==> config.mk <==
export PLATFORM = sky130hd
export DESIGN_NAME = vic_top
export DESIGN_NICKNAME = d
export VERILOG_FILES = /design/src/hdl/vic_pkg.sv /design/src/hdl/vic_top.sv
export VERILOG_INCLUDE_DIRS = /design/src /design/src/hdl
export SDC_FILE = /design/constraint.sdc
export NUM_CORES = 1
export LEC_CHECK = 0
export BUFFER_PORTS_ARGS = -buffer_cell sky130_fd_sc_hd__buf_4
export CORE_MARGIN = 3
export CORE_UTILIZATION = 45
export DETAILED_ROUTE_END_ITERATION = 12
export MAX_ROUTING_LAYER = met4
export PLACE_DENSITY = 0.76
export SLEW_MARGIN = 20
export SYNTH_ARGS = -nofsm -noshare
export SYNTH_HDL_FRONTEND = slang
export SYNTH_SLANG_ARGS = --single-unit
==> constraint.sdc <==
create_clock -name clk_sys -period 2.2 [get_ports clk_sys]
set_input_delay 0.44 -clock clk_sys [delete_from_list [all_inputs] [get_ports clk_sys]]
set_output_delay 0.44 -clock clk_sys [all_outputs]
set_load 0.01 [all_outputs]
==> src/hdl/vic_defs.svh <==
// Offsets, field positions, reset values and vectors of the interrupt controller
`ifndef VIC_DEFS_SVH
`define VIC_DEFS_SVH

`define VIC_ADR_W 8
`define VIC_PC_W 13
`define VIC_NSRC 8

`define VIC_OFF_CTRL_A 8'h00
`define VIC_OFF_CTRL_B 8'h04
`define VIC_OFF_CTRL_C 8'h08
`define VIC_OFF_GRP0 8'h0c
`define VIC_OFF_GRP1 8'h10
`define VIC_OFF_GRP2 8'h14
`define VIC_OFF_EDGE 8'h18
`define VIC_OFF_STAT 8'h1c

`define VIC_A_GRP0_F 6
`define VIC_A_CMP_F 5
`define VIC_A_PIN_F 4
`define VIC_A_GRP0_E 3
`define VIC_A_CMP_E 2
`define VIC_A_PIN_E 1
`define VIC_A_GIE 0

`define VIC_B_TB0_F 7
`define VIC_B_CONV_F 6
`define VIC_B_GRP2_F 5
`define VIC_B_GRP1_F 4
`define VIC_B_TB0_E 3
`define VIC_B_CONV_E 2
`define VIC_B_GRP2_E 1
`define VIC_B_GRP1_E 0

`define VIC_C_TB1_F 4
`define VIC_C_TB1_E 0

`define VIC_G0_T1A 7
`define VIC_G0_T1P 6
`define VIC_G0_T0A 5
`define VIC_G0_T0P 4
`define VIC_G1_T2B 6
`define VIC_G1_T2A 5
`define VIC_G1_T2P 4
`define VIC_G2_EE 5
`define VIC_G2_LV 4

`define VIC_MEM_FLAG_LSB 4
`define VIC_MEM_W 4

`define VIC_IMPL_A 8'h7f
`define VIC_IMPL_B 8'hff
`define VIC_IMPL_C 8'h11
`define VIC_IMPL_G0 8'hff
`define VIC_IMPL_G1 8'h77
`define VIC_IMPL_G2 8'h33
`define VIC_IMPL_EDGE 8'h03

`define VIC_RST_REG 8'h00
`define VIC_RST_EDGE 2'h3
`define VIC_EDGE_RISE 0
`define VIC_EDGE_FALL 1

`define VIC_PRI_PIN 0
`define VIC_PRI_CMP 1
`define VIC_PRI_GRP0 2
`define VIC_PRI_GRP1 3
`define VIC_PRI_GRP2 4
`define VIC_PRI_CONV 5
`define VIC_PRI_TB0 6
`define VIC_PRI_TB1 7

`define VIC_VEC_BASE 13'h0004
`define VIC_VEC_STEP 13'h0004

`endif

==> src/hdl/vic_pkg.sv <==
// Types shared by the interrupt controller
package vic_pkg;

	typedef struct packed {
		logic pin_level;
		logic cmp_evt;
		logic conv_evt;
		logic tb0_evt;
		logic tb1_evt;
		logic tmr0_p_evt;
		logic tmr0_a_evt;
		logic tmr1_p_evt;
		logic tmr1_a_evt;
		logic tmr2_p_evt;
		logic tmr2_a_evt;
		logic tmr2_b_evt;
		logic eeprom_evt;
		logic lowvolt_evt;
	} vic_src_t;

	typedef struct packed {
		logic insn_boundary;
		logic stack_full;
		logic return_from_interrupt;
		logic [12:0] pc_next;
	} vic_core_in_t;

	typedef struct packed {
		logic take;
		logic [12:0] vector;
		logic [12:0] push_data;
		logic pop;
		logic wake;
	} vic_core_out_t;

endpackage : vic_pkg

==> src/hdl/vic_top.sv <==
// Vectored interrupt controller with classic Wishbone register slave
`timescale 1ns/100ps
`include "vic_defs.svh"

// Notes on behaviour
// - A source event sets its request flag regardless of any enable bit.
// - A set flag causes a vector jump only while its own enable is 1.
// - Global enable at 0 blocks every interrupt.
// - Taking an interrupt pushes next-instruction PC, then loads the vector.
// - Return-from-interrupt pops the saved PC from the stack.
// - Servicing clears the global enable to block nesting.
// - Requests while globally blocked still set and hold their flags.
// - No interrupt is acknowledged while the stack is full.
// - Simultaneous requests are served in fixed priority; groups share vectors.
// - Any flag becoming set wakes the device from sleep or idle.
// - Control register A: group0, comparator, pin flags and enables, global enable.
// - Control register B: time base 0, converter, group 2, group 1 fields.
// - Control register C: time base 1 flag bit 4, enable bit 0.
// - Group 0 register: four timer flags high, matching enables low.
// - Group 1 register: timer 2 B, A, P flags and enables.
// - Group 2 register: EEPROM and low-voltage flags and enables.
// - Implemented bits read and write; unimplemented bits read zero.
// - Group flag sets from members; service clears only the group flag.
// - Servicing a direct source clears its own flag.
// - Pin flag edge select: off, rising, falling, both; resets to both.
module vic_top
	import vic_pkg::*;
(
	input wire logic clk_sys, // System clock, 10 MHz
	input wire logic reset_n, // Asynchronous reset, active low
	input wire logic wb_cyc_i, // Bus cycle
	input wire logic wb_stb_i, // Bus strobe
	input wire logic wb_we_i, // Write enable
	input wire logic [`VIC_ADR_W-1:0] wb_adr_i, // Byte address
	input wire logic [31:0] wb_dat_i, // Write data
	input wire logic [3:0] wb_sel_i, // Byte lanes
	output logic [31:0] wb_dat_o, // Read data
	output logic wb_ack_o, // Acknowledge
	input wire vic_src_t src_i, // Source events and pin level
	input wire vic_core_in_t core_i, // Sequencer status
	output vic_core_out_t core_o // Take, vector, push, pop, wake
);

	// ----------------------------------------
	// Functions
	// ----------------------------------------
	function automatic logic [7:0] vic_next(
		input logic [7:0] cur,
		input logic wr,
		input logic [7:0] wdata,
		input logic [7:0] impl,
		input logic [7:0] set,
		input logic [7:0] clr
	);
		logic [7:0] v;
		v = wr ? wdata : cur;
		v = v & ~clr;
		v = v | set; // Set wins over clear
		return v & impl;
	endfunction : vic_next

	function automatic logic vic_member_hit(
		input logic [7:0] set,
		input logic [7:0] cur
	);
		logic [`VIC_MEM_W-1:0] f;
		logic [`VIC_MEM_W-1:0] e;
		f = set[`VIC_MEM_FLAG_LSB +: `VIC_MEM_W];
		e = cur[`VIC_MEM_W-1:0];
		return |(f & e);
	endfunction : vic_member_hit

	function automatic logic [`VIC_PC_W-1:0] vic_vec(
		input logic [`VIC_NSRC-1:0] onehot
	);
		logic [`VIC_PC_W-1:0] v;
		v = '0;
		for (int i = 0; i < `VIC_NSRC; i++) begin
			if (onehot[i]) begin
				v = `VIC_VEC_BASE + `VIC_VEC_STEP * i[`VIC_PC_W-1:0];
			end
		end
		return v;
	endfunction : vic_vec

	// ----------------------------------------
	// Reset release
	// ----------------------------------------
	logic [1:0] rst_sync_q;
	logic rst_n;

	always_ff @(posedge clk_sys or negedge reset_n) begin
		if (!reset_n) begin
			rst_sync_q <= 2'h0;
		end else begin
			rst_sync_q <= {rst_sync_q[0], 1'b1};
		end
	end

	assign rst_n = rst_sync_q[1];

	// ----------------------------------------
	// Registers and bus decode
	// ----------------------------------------
	logic [7:0] ctrl_a_q;
	logic [7:0] ctrl_b_q;
	logic [7:0] ctrl_c_q;
	logic [7:0] grp0_q;
	logic [7:0] grp1_q;
	logic [7:0] grp2_q;
	logic [1:0] edge_sel_q;
	logic ack_q;
	logic [31:0] dat_q;
	logic wr_go;
	logic [7:0] wdat;
	logic [7:0] rdat;
	logic [`VIC_NSRC-1:0] pend;

	assign wr_go = wb_cyc_i & wb_stb_i & wb_we_i & ack_q & wb_sel_i[0];
	assign wdat = wb_dat_i[7:0];

	always_comb begin
		unique case (wb_adr_i)
			`VIC_OFF_CTRL_A: rdat = ctrl_a_q;
			`VIC_OFF_CTRL_B: rdat = ctrl_b_q;
			`VIC_OFF_CTRL_C: rdat = ctrl_c_q;
			`VIC_OFF_GRP0: rdat = grp0_q;
			`VIC_OFF_GRP1: rdat = grp1_q;
			`VIC_OFF_GRP2: rdat = grp2_q;
			`VIC_OFF_EDGE: rdat = {6'h00, edge_sel_q};
			`VIC_OFF_STAT: rdat = pend;
			default: rdat = 8'h00;
		endcase
	end

	always_ff @(posedge clk_sys or negedge rst_n) begin
		if (!rst_n) begin
			ack_q <= 1'b0;
		end else begin
			ack_q <= wb_cyc_i & wb_stb_i & ~ack_q;
		end
	end

	always_ff @(posedge clk_sys or negedge rst_n) begin
		if (!rst_n) begin
			dat_q <= 32'h0000_0000;
		end else if (wb_cyc_i & wb_stb_i & ~ack_q) begin
			dat_q <= {24'h00_0000, rdat};
		end
	end

	assign wb_ack_o = ack_q;
	assign wb_dat_o = dat_q;

	// ----------------------------------------
	// Pin edge detection
	// ----------------------------------------
	logic pin_prev_q;
	logic pin_evt;

	always_ff @(posedge clk_sys or negedge rst_n) begin
		if (!rst_n) begin
			pin_prev_q <= 1'b0;
		end else begin
			pin_prev_q <= src_i.pin_level;
		end
	end

	always_comb begin
		pin_evt = (edge_sel_q[`VIC_EDGE_RISE] & src_i.pin_level & ~pin_prev_q)
			| (edge_sel_q[`VIC_EDGE_FALL] & ~src_i.pin_level & pin_prev_q);
	end

	always_ff @(posedge clk_sys or negedge rst_n) begin
		if (!rst_n) begin
			edge_sel_q <= `VIC_RST_EDGE;
		end else if (wr_go && wb_adr_i == `VIC_OFF_EDGE) begin
			edge_sel_q <= wdat[1:0];
		end
	end

	// ----------------------------------------
	// Hardware set terms
	// ----------------------------------------
	logic [7:0] set_a;
	logic [7:0] set_b;
	logic [7:0] set_c;
	logic [7:0] set_g0;
	logic [7:0] set_g1;
	logic [7:0] set_g2;

	always_comb begin
		set_g0 = 8'h00;
		set_g0[`VIC_G0_T1A] = src_i.tmr1_a_evt;
		set_g0[`VIC_G0_T1P] = src_i.tmr1_p_evt;
		set_g0[`VIC_G0_T0A] = src_i.tmr0_a_evt;
		set_g0[`VIC_G0_T0P] = src_i.tmr0_p_evt;
	end

	always_comb begin
		set_g1 = 8'h00;
		set_g1[`VIC_G1_T2B] = src_i.tmr2_b_evt;
		set_g1[`VIC_G1_T2A] = src_i.tmr2_a_evt;
		set_g1[`VIC_G1_T2P] = src_i.tmr2_p_evt;
	end

	always_comb begin
		set_g2 = 8'h00;
		set_g2[`VIC_G2_EE] = src_i.eeprom_evt;
		set_g2[`VIC_G2_LV] = src_i.lowvolt_evt;
	end

	always_comb begin
		set_a = 8'h00;
		set_a[`VIC_A_GRP0_F] = vic_member_hit(set_g0, grp0_q);
		set_a[`VIC_A_CMP_F] = src_i.cmp_evt;
		set_a[`VIC_A_PIN_F] = pin_evt;
	end

	always_comb begin
		set_b = 8'h00;
		set_b[`VIC_B_TB0_F] = src_i.tb0_evt;
		set_b[`VIC_B_CONV_F] = src_i.conv_evt;
		set_b[`VIC_B_GRP2_F] = vic_member_hit(set_g2, grp2_q);
		set_b[`VIC_B_GRP1_F] = vic_member_hit(set_g1, grp1_q);
	end

	always_comb begin
		set_c = 8'h00;
		set_c[`VIC_C_TB1_F] = src_i.tb1_evt;
	end

	// ----------------------------------------
	// Priority and acceptance
	// ----------------------------------------
	logic [`VIC_NSRC-1:0] pick;
	logic take;
	logic [7:0] clr_a;
	logic [7:0] clr_b;
	logic [7:0] clr_c;

	always_comb begin
		pend = '0;
		pend[`VIC_PRI_PIN] = ctrl_a_q[`VIC_A_PIN_F] & ctrl_a_q[`VIC_A_PIN_E];
		pend[`VIC_PRI_CMP] = ctrl_a_q[`VIC_A_CMP_F] & ctrl_a_q[`VIC_A_CMP_E];
		pend[`VIC_PRI_GRP0] = ctrl_a_q[`VIC_A_GRP0_F] & ctrl_a_q[`VIC_A_GRP0_E];
		pend[`VIC_PRI_GRP1] = ctrl_b_q[`VIC_B_GRP1_F] & ctrl_b_q[`VIC_B_GRP1_E];
		pend[`VIC_PRI_GRP2] = ctrl_b_q[`VIC_B_GRP2_F] & ctrl_b_q[`VIC_B_GRP2_E];
		pend[`VIC_PRI_CONV] = ctrl_b_q[`VIC_B_CONV_F] & ctrl_b_q[`VIC_B_CONV_E];
		pend[`VIC_PRI_TB0] = ctrl_b_q[`VIC_B_TB0_F] & ctrl_b_q[`VIC_B_TB0_E];
		pend[`VIC_PRI_TB1] = ctrl_c_q[`VIC_C_TB1_F] & ctrl_c_q[`VIC_C_TB1_E];
	end

	// Lowest index is the lowest vector address
	assign pick = pend & (~pend + `VIC_NSRC'(1));

	assign take = core_i.insn_boundary
		& ctrl_a_q[`VIC_A_GIE]
		& ~core_i.stack_full
		& (|pend);

	always_comb begin
		clr_a = 8'h00;
		clr_b = 8'h00;
		clr_c = 8'h00;
		if (take) begin
			clr_a[`VIC_A_GIE] = 1'b1;
			clr_a[`VIC_A_PIN_F] = pick[`VIC_PRI_PIN];
			clr_a[`VIC_A_CMP_F] = pick[`VIC_PRI_CMP];
			clr_a[`VIC_A_GRP0_F] = pick[`VIC_PRI_GRP0];
			clr_b[`VIC_B_GRP1_F] = pick[`VIC_PRI_GRP1];
			clr_b[`VIC_B_GRP2_F] = pick[`VIC_PRI_GRP2];
			clr_b[`VIC_B_CONV_F] = pick[`VIC_PRI_CONV];
			clr_b[`VIC_B_TB0_F] = pick[`VIC_PRI_TB0];
			clr_c[`VIC_C_TB1_F] = pick[`VIC_PRI_TB1];
		end
	end

	// ----------------------------------------
	// Flag and enable storage
	// ----------------------------------------
	always_ff @(posedge clk_sys or negedge rst_n) begin
		if (!rst_n) begin
			ctrl_a_q <= `VIC_RST_REG;
		end else begin
			ctrl_a_q <= vic_next(ctrl_a_q, wr_go && wb_adr_i == `VIC_OFF_CTRL_A, wdat,
				`VIC_IMPL_A, set_a, clr_a);
		end
	end

	always_ff @(posedge clk_sys or negedge rst_n) begin
		if (!rst_n) begin
			ctrl_b_q <= `VIC_RST_REG;
		end else begin
			ctrl_b_q <= vic_next(ctrl_b_q, wr_go && wb_adr_i == `VIC_OFF_CTRL_B, wdat,
				`VIC_IMPL_B, set_b, clr_b);
		end
	end

	always_ff @(posedge clk_sys or negedge rst_n) begin
		if (!rst_n) begin
			ctrl_c_q <= `VIC_RST_REG;
		end else begin
			ctrl_c_q <= vic_next(ctrl_c_q, wr_go && wb_adr_i == `VIC_OFF_CTRL_C, wdat,
				`VIC_IMPL_C, set_c, clr_c);
		end
	end

	// Member flags are never cleared by servicing
	always_ff @(posedge clk_sys or negedge rst_n) begin
		if (!rst_n) begin
			grp0_q <= `VIC_RST_REG;
		end else begin
			grp0_q <= vic_next(grp0_q, wr_go && wb_adr_i == `VIC_OFF_GRP0, wdat,
				`VIC_IMPL_G0, set_g0, 8'h00);
		end
	end

	always_ff @(posedge clk_sys or negedge rst_n) begin
		if (!rst_n) begin
			grp1_q <= `VIC_RST_REG;
		end else begin
			grp1_q <= vic_next(grp1_q, wr_go && wb_adr_i == `VIC_OFF_GRP1, wdat,
				`VIC_IMPL_G1, set_g1, 8'h00);
		end
	end

	always_ff @(posedge clk_sys or negedge rst_n) begin
		if (!rst_n) begin
			grp2_q <= `VIC_RST_REG;
		end else begin
			grp2_q <= vic_next(grp2_q, wr_go && wb_adr_i == `VIC_OFF_GRP2, wdat,
				`VIC_IMPL_G2, set_g2, 8'h00);
		end
	end

	// ----------------------------------------
	// Wake-up from low-power modes
	// ----------------------------------------
	logic wake_d;

	// Only a flag going from 0 to 1 wakes; a preset flag stays quiet
	always_comb begin
		wake_d = |(set_a & ~ctrl_a_q & `VIC_IMPL_A)
			| |(set_b & ~ctrl_b_q & `VIC_IMPL_B)
			| |(set_c & ~ctrl_c_q & `VIC_IMPL_C)
			| |(set_g0 & ~grp0_q & `VIC_IMPL_G0)
			| |(set_g1 & ~grp1_q & `VIC_IMPL_G1)
			| |(set_g2 & ~grp2_q & `VIC_IMPL_G2);
	end

	// ----------------------------------------
	// Sequencer outputs
	// ----------------------------------------
	logic take_q;
	logic [`VIC_PC_W-1:0] vector_q;
	logic [`VIC_PC_W-1:0] push_q;
	logic pop_q;
	logic wake_q;
	assign core_o = {take_q, vector_q, push_q, pop_q, wake_q};

	always_ff @(posedge clk_sys or negedge rst_n) begin
		if (!rst_n) begin
			take_q <= 1'b0;
			vector_q <= '0;
			push_q <= '0;
		end else begin
			take_q <= take;
			if (take) begin
				vector_q <= vic_vec(pick);
				push_q <= core_i.pc_next;
			end
		end
	end

	always_ff @(posedge clk_sys or negedge rst_n) begin
		if (!rst_n) begin
			pop_q <= 1'b0;
		end else begin
			pop_q <= core_i.return_from_interrupt;
		end
	end

	always_ff @(posedge clk_sys or negedge rst_n) begin
		if (!rst_n) begin
			wake_q <= 1'b0;
		end else begin
			wake_q <= wake_d;
		end
	end

endmodule : vic_top

# == After elaboration in Yosys (flattened, before gate mapping) ==
# Cells that the tools add are included.
# W data, S select, Z words.
# totals
register_bits,78
in_bits,79
out_inout_bits,62
# op_classes
add_sub_neg,1
eq_ne,7
muxes,19
bitwise,59
reduce_logical,18
# op_table
op,n
$pmux W8 S8,1
$and A8 B8 Y8,4
$eq A8 B5 Y1 const B,4
$not A8 Y8,4
$mux W5,5
$reduce_or A8 Y1,3
$and A7 B7 Y7,3
$not A7 Y7,3
$and A1 B1 Y1,20
$eq A8 B4 Y1 const B,2
$mux W8,2
$or A8 B8 Y8,2
$reduce_or A4 Y1,4
$mux W7,2
$or A7 B7 Y7,2
$mux W13,1
$mux W4,3
$and A5 B5 Y5,2
$not A5 Y5,2
$add A8 B1 Y8 const B,1
$eq A8 B3 Y1 const B,1
$logic_not A8 Y1,1
$logic_and A1 B1 Y1,7
$reduce_or A7 Y1,1
14 further kinds,24

# == Longest topological paths before layout ==
# depth
depth_word,12
mapped_depth,6

# == Worst setup path before layout ==
# No wires, ideal clock.
# synth_path
path_kind,in2reg
from,input port wb_adr_i[4]
to,register grp0_q[0]
setup_time_ns,0.125
t_arrival_ns,1.910
t_required_ns,2.075
setup_slack_ns,0.165
cell_stages,5
n_path_buf,2
path_cell_list,buf_4 or4_4 nor4_4 buf_4 mux2_2
# synth_between
elab_chain_cells,4
# synth_lines
item,line_no,rtl
from (decl),vic_top.sv:34,"input wire logic [`VIC_ADR_W-1:0] wb_adr_i,"
$eq A8 B4 Y1 (no line),--,
$logic_and A1 B1 Y1 (no line),--,
$mux W8,vic_top.sv:56,v = wr ? wdata : cur;
$or A8 B8 Y8,vic_top.sv:58,v = v | set;
to (signal assigned),vic_top.sv:312,grp0_q <= `VIC_RST_REG;
to (signal assigned),vic_top.sv:314,"grp0_q <= vic_next(grp0_q, wr_go && wb_adr_i == `VIC_OFF_GRP0, wdat,"
to (decl),vic_top.sv:108,logic [7:0] grp0_q;
# No other way between the ends.
# A chain may end at the register's enable or synchronous reset.

# == Final worst setup path ==
# layout_path
from,"register ack_q, in the netlist wb_ack_o"
to,register ctrl_a_q[4]
# layout_between
elab_chain_cells,6
# layout_lines
item,line_no,rtl
from (decl),vic_top.sv:112,logic ack_q;
from (signal assigned),vic_top.sv:140,ack_q <= wb_cyc_i & wb_stb_i & ~ack_q;
$and A1 B1 Y1 (2 in series),vic_top.sv:119,assign wr_go = wb_cyc_i & wb_stb_i & wb_we_i & ack_q & wb_sel_i[0];
$logic_and A1 B1 Y1 (no line),--,
$mux W7,vic_top.sv:56,
$and A7 B7 Y7,vic_top.sv:57,v = v & ~clr;
$or A7 B7 Y7,vic_top.sv:58,
to (signal assigned),vic_top.sv:284,ctrl_a_q <= `VIC_RST_REG;
to (signal assigned),vic_top.sv:286,"ctrl_a_q <= vic_next(ctrl_a_q, wr_go && wb_adr_i == `VIC_OFF_CTRL_A, wdat,"
to (decl),vic_top.sv:105,logic [7:0] ctrl_a_q;
# No other way between the ends.

==> flow_metrics.env <==
export IMPL_outcome="completed"
export IMPL_fillers=706
export IMPL_tritoncts="built"
export IMPL_synth_compound_area_share_pct=12.3
export IMPL_synth_top_area_share_pct=43.7
export IMPL_synth_top_family_by_area="simple AND/OR/NAND/NOR gates"
export IMPL_gp_congestion=0.952
export IMPL_hold_viol_final=0
export IMPL_cts_root_buf="clkbuf_8"
export IMPL_grt_first_pass_wirelength_um=16100
export IMPL_nets=526
export IMPL_diodes=0
export IMPL_overflow=0
export IMPL_chipWidth_um=98.3
export IMPL_wl_um=10000
export IMPL_via_count=3089
export IMPL_yosys_area_share_simple_pct=17.3
export IMPL_rows=33
export IMPL_synth_top_area_cell="dfrtp_1"
export IMPL_utilization_pct=57.6
export IMPL_multi_input_area_um2=1830
export IMPL_synth_cell_types=53
export IMPL_wl_per_cell_um=18.0
export IMPL_synth_cells=351
export IMPL_synth_fa_ha_area_share_pct=0
export IMPL_dieArea_um2=9670
export IMPL_end_kind="flop"
export IMPL_finalCritPeriodShare_pct=89.8
export IMPL_clk_path_buf_depth=2
export IMPL_tightest_slew_ns=0.576
export IMPL_setup_worst_path_class="reg -> reg"
export IMPL_cts_buffers=9
export IMPL_setup_slack_ns=0.225
export IMPL_drtAntennaViolNets=0
export IMPL_hold_class="reg -> async"
export IMPL_setup_tns_ns=0
export IMPL_slew_headroom_pct=61.5
export IMPL_place_area_um2=4530
export IMPL_required_ns=2.43
export IMPL_worst_path_max_delay_cell="nor4_4"
export IMPL_dp_cells=540
export IMPL_instances_no_fill=557
export IMPL_slowest_delay_ns=0.47
export IMPL_ys_seq_elements=69
export IMPL_p_leak_nw=2.29
export IMPL_final_min_clock_period_ns=1.97
export IMPL_final_seq_area_um2=1730
export IMPL_dp_slack_ns=0.0613
export IMPL_drc=0
export IMPL_clock_skew_ns=0.00864
export IMPL_async_reset_ff_share_pct=100
export IMPL_maxCapViolCount=0
export IMPL_worstSkewPairLatency_ns=0.35
export IMPL_die_y_um=98.3
export IMPL_ctsResizeCount=0
export IMPL_final_layout_size_suffix_gt1_share_pct=37.4
export IMPL_cts_max_level=3
export IMPL_start_util_pct=46.4
export IMPL_muxShareOfSynthArea_pct=14.9
export IMPL_rsz0062_at_grt="false"
export IMPL_avgSynthCellArea_um2=10.9
export IMPL_cts_num_sinks=69
export IMPL_grt_use_total_pct=22.0
export IMPL_ctsHoldBuffers=1
export IMPL_grt_pass1_vias=3124
export IMPL_holdWs_ns=0.188
export IMPL_area_growth_pct=24.0
export IMPL_critPathArrivalTime_ns=2.20
export IMPL_yosys_warnings=0
export IMPL_fp_coreArea_um2=8260
export IMPL_drtPass1Iterations=5
export IMPL_synth_edf_count=0
export IMPL_via_per_inst=5.55
export IMPL_antenna_found_initial=0
export IMPL_power_mw=2.68
export IMPL_setup_viol=0
export IMPL_synthTopCellsByArea="dfrtp_1 (44%), mux2_2 (11%), buf_4 (7.6%), nor4_4 (3.9%), mux2i_1 (3.1%)"
export IMPL_max_freq_ghz=0.506
export IMPL_path_max_fanout=9
export IMPL_final_area_um2=4760
export IMPL_postCtsSetupRepairBufs=0
export IMPL_cellPowerDensity_nw_per_um2=563
export IMPL_io_pins=141
export IMPL_grt_max_degree=52
export IMPL_synth_flop_cell="dfrtp_1"
export IMPL_cp_start_kind="flop"
export IMPL_initialDrtViolationCount=234
export IMPL_ir_worst_vdd_v=0.000413
export IMPL_seq_area_frac_synth_pct=45.1
export IMPL_clk_pin_slew_ns=0.08
export IMPL_crit_chain="nand3_2 > buf_4 > nor4_4 > mux2i_1 > o21ai_0"
export IMPL_synth_xor_area_share_pct=0
export IMPL_dp_hpwl_um=7770
export IMPL_drv_slew=0
export IMPL_syn_cell_area_um2=3830
export IMPL_port_buffers=80
==> routing by layer <==
layer / track usage (%) / vias up / share of wire [%]
li1: - / 1406 / -
met1: 28.9 / 1496 / 43
met2: 33.2 / 170 / 46
met3: 4.86 / 17 / 8.4
met4: 8.61 / 0 / 2.7
met5: - / - / 0
==> cell families after synthesis <==
logic type | count (synthesis)
AND/OR/NAND/NOR | 98
flip-flops | 69
multiplexers | 51
buffers and inverters | 65
AO/OA/AOI/OAI | 66
other | 2
==> registers in the layout (all words and copies together) (netlist names) <==
signal,cells
ctrl_b_q,8
ctrl_a_q,7
wb_ack_o,1
grp0_q,8
grp1_q,6
rst_sync_q,2
grp2_q,4
pin_prev_q,1
push_q,13
wake_q,1
edge_sel_q,2
wb_dat_o,8
vector_q,4
take_q,1
pop_q,1
ctrl_c_q,2
==> where the power goes <==
| part | switching [mW] | internal, mW |
|---|---|---|
| Combinational | 0.140 | 0.101 |
| Sequential | 0.0178 | 1.28 |
| Clock | 0.503 | 0.638 |
| Total | 0.660 | 2.02 |
==> cells in the mapped netlist, drive strengths merged, types with 2 or more instances <==
master and count:
a211o 3, a21boi 2, a21oi 5, a222oi 2, a22o 7, a22oi 10, a31oi 2, a32oi 2
and2 3, buf 43, clkbuf 4, conb 2, dfrtp 67, dfstp 2, inv 18, mux2 38
mux2i 12, nand2 27, nand3 12, nand3b 10, nor2 12, nor2b 2, nor3 6, nor3b 2
nor4 10, o211ai 6, o21ai 13, o22ai 4, o2bb2ai 2, o31ai 2, or4 3, or4b 4
==> cell usage in the layout (no fill, tap or decap), drive strengths merged, types with 3 or more instances in the layout <==
cell type	synthesis	layout
a22o	7	7
nor2	12	12
or4	3	3
buf	43	99
o211ai	6	6
nand2	27	27
or4b	4	4
conb	2	34
clkbuf	4	10
a211o	3	3
a22oi	10	10
o22ai	4	4
and2	3	3
mux2	38	38
dfrtp	67	67
inv	18	18
nor4	10	10
nand3b	10	10
o21ai	13	13
a21oi	5	5
mux2i	12	12
nor3	6	6
nand3	12	12
==> critical path, delay by kind of cell, from the launching register on <==
family                 cells  cell delay (ns)
buffers and inverters      1             0.29
flip-flops                 1             0.39
AO/OA/AOI/OAI              1             0.09
AND/OR/NAND/NOR            2             0.83
multiplexers               1             0.24
==> worst paths after layout <==
kind                               start       endpoint  slack [ns]  cells after the start
setup reg to reg                wb_ack_o    ctrl_a_q[4]        0.23                      5
setup / recovery                wb_ack_o    ctrl_a_q[4]        0.23                      5
min in group clk_sys          core_i[13]          pop_q        0.19                      1
hold reg to reg            rst_sync_q[1]          pop_q        0.19                      0
max in group asynchronous  rst_sync_q[1]  edge_sel_q[0]        1.37                      1
hold / removal             rst_sync_q[1]          pop_q        0.19                      0
==> layout make-up <==
class	count	area share, %
well taps	105	2.76
inverters	18	1.42
clock inverters	6	1.87
repair buffers	100	16.4
clock buffers	10	2.68
flip-flops and latches	69	36.4
multi-input cells	249	38.5
No activity file was read; power rests on OpenSTA's default activity.
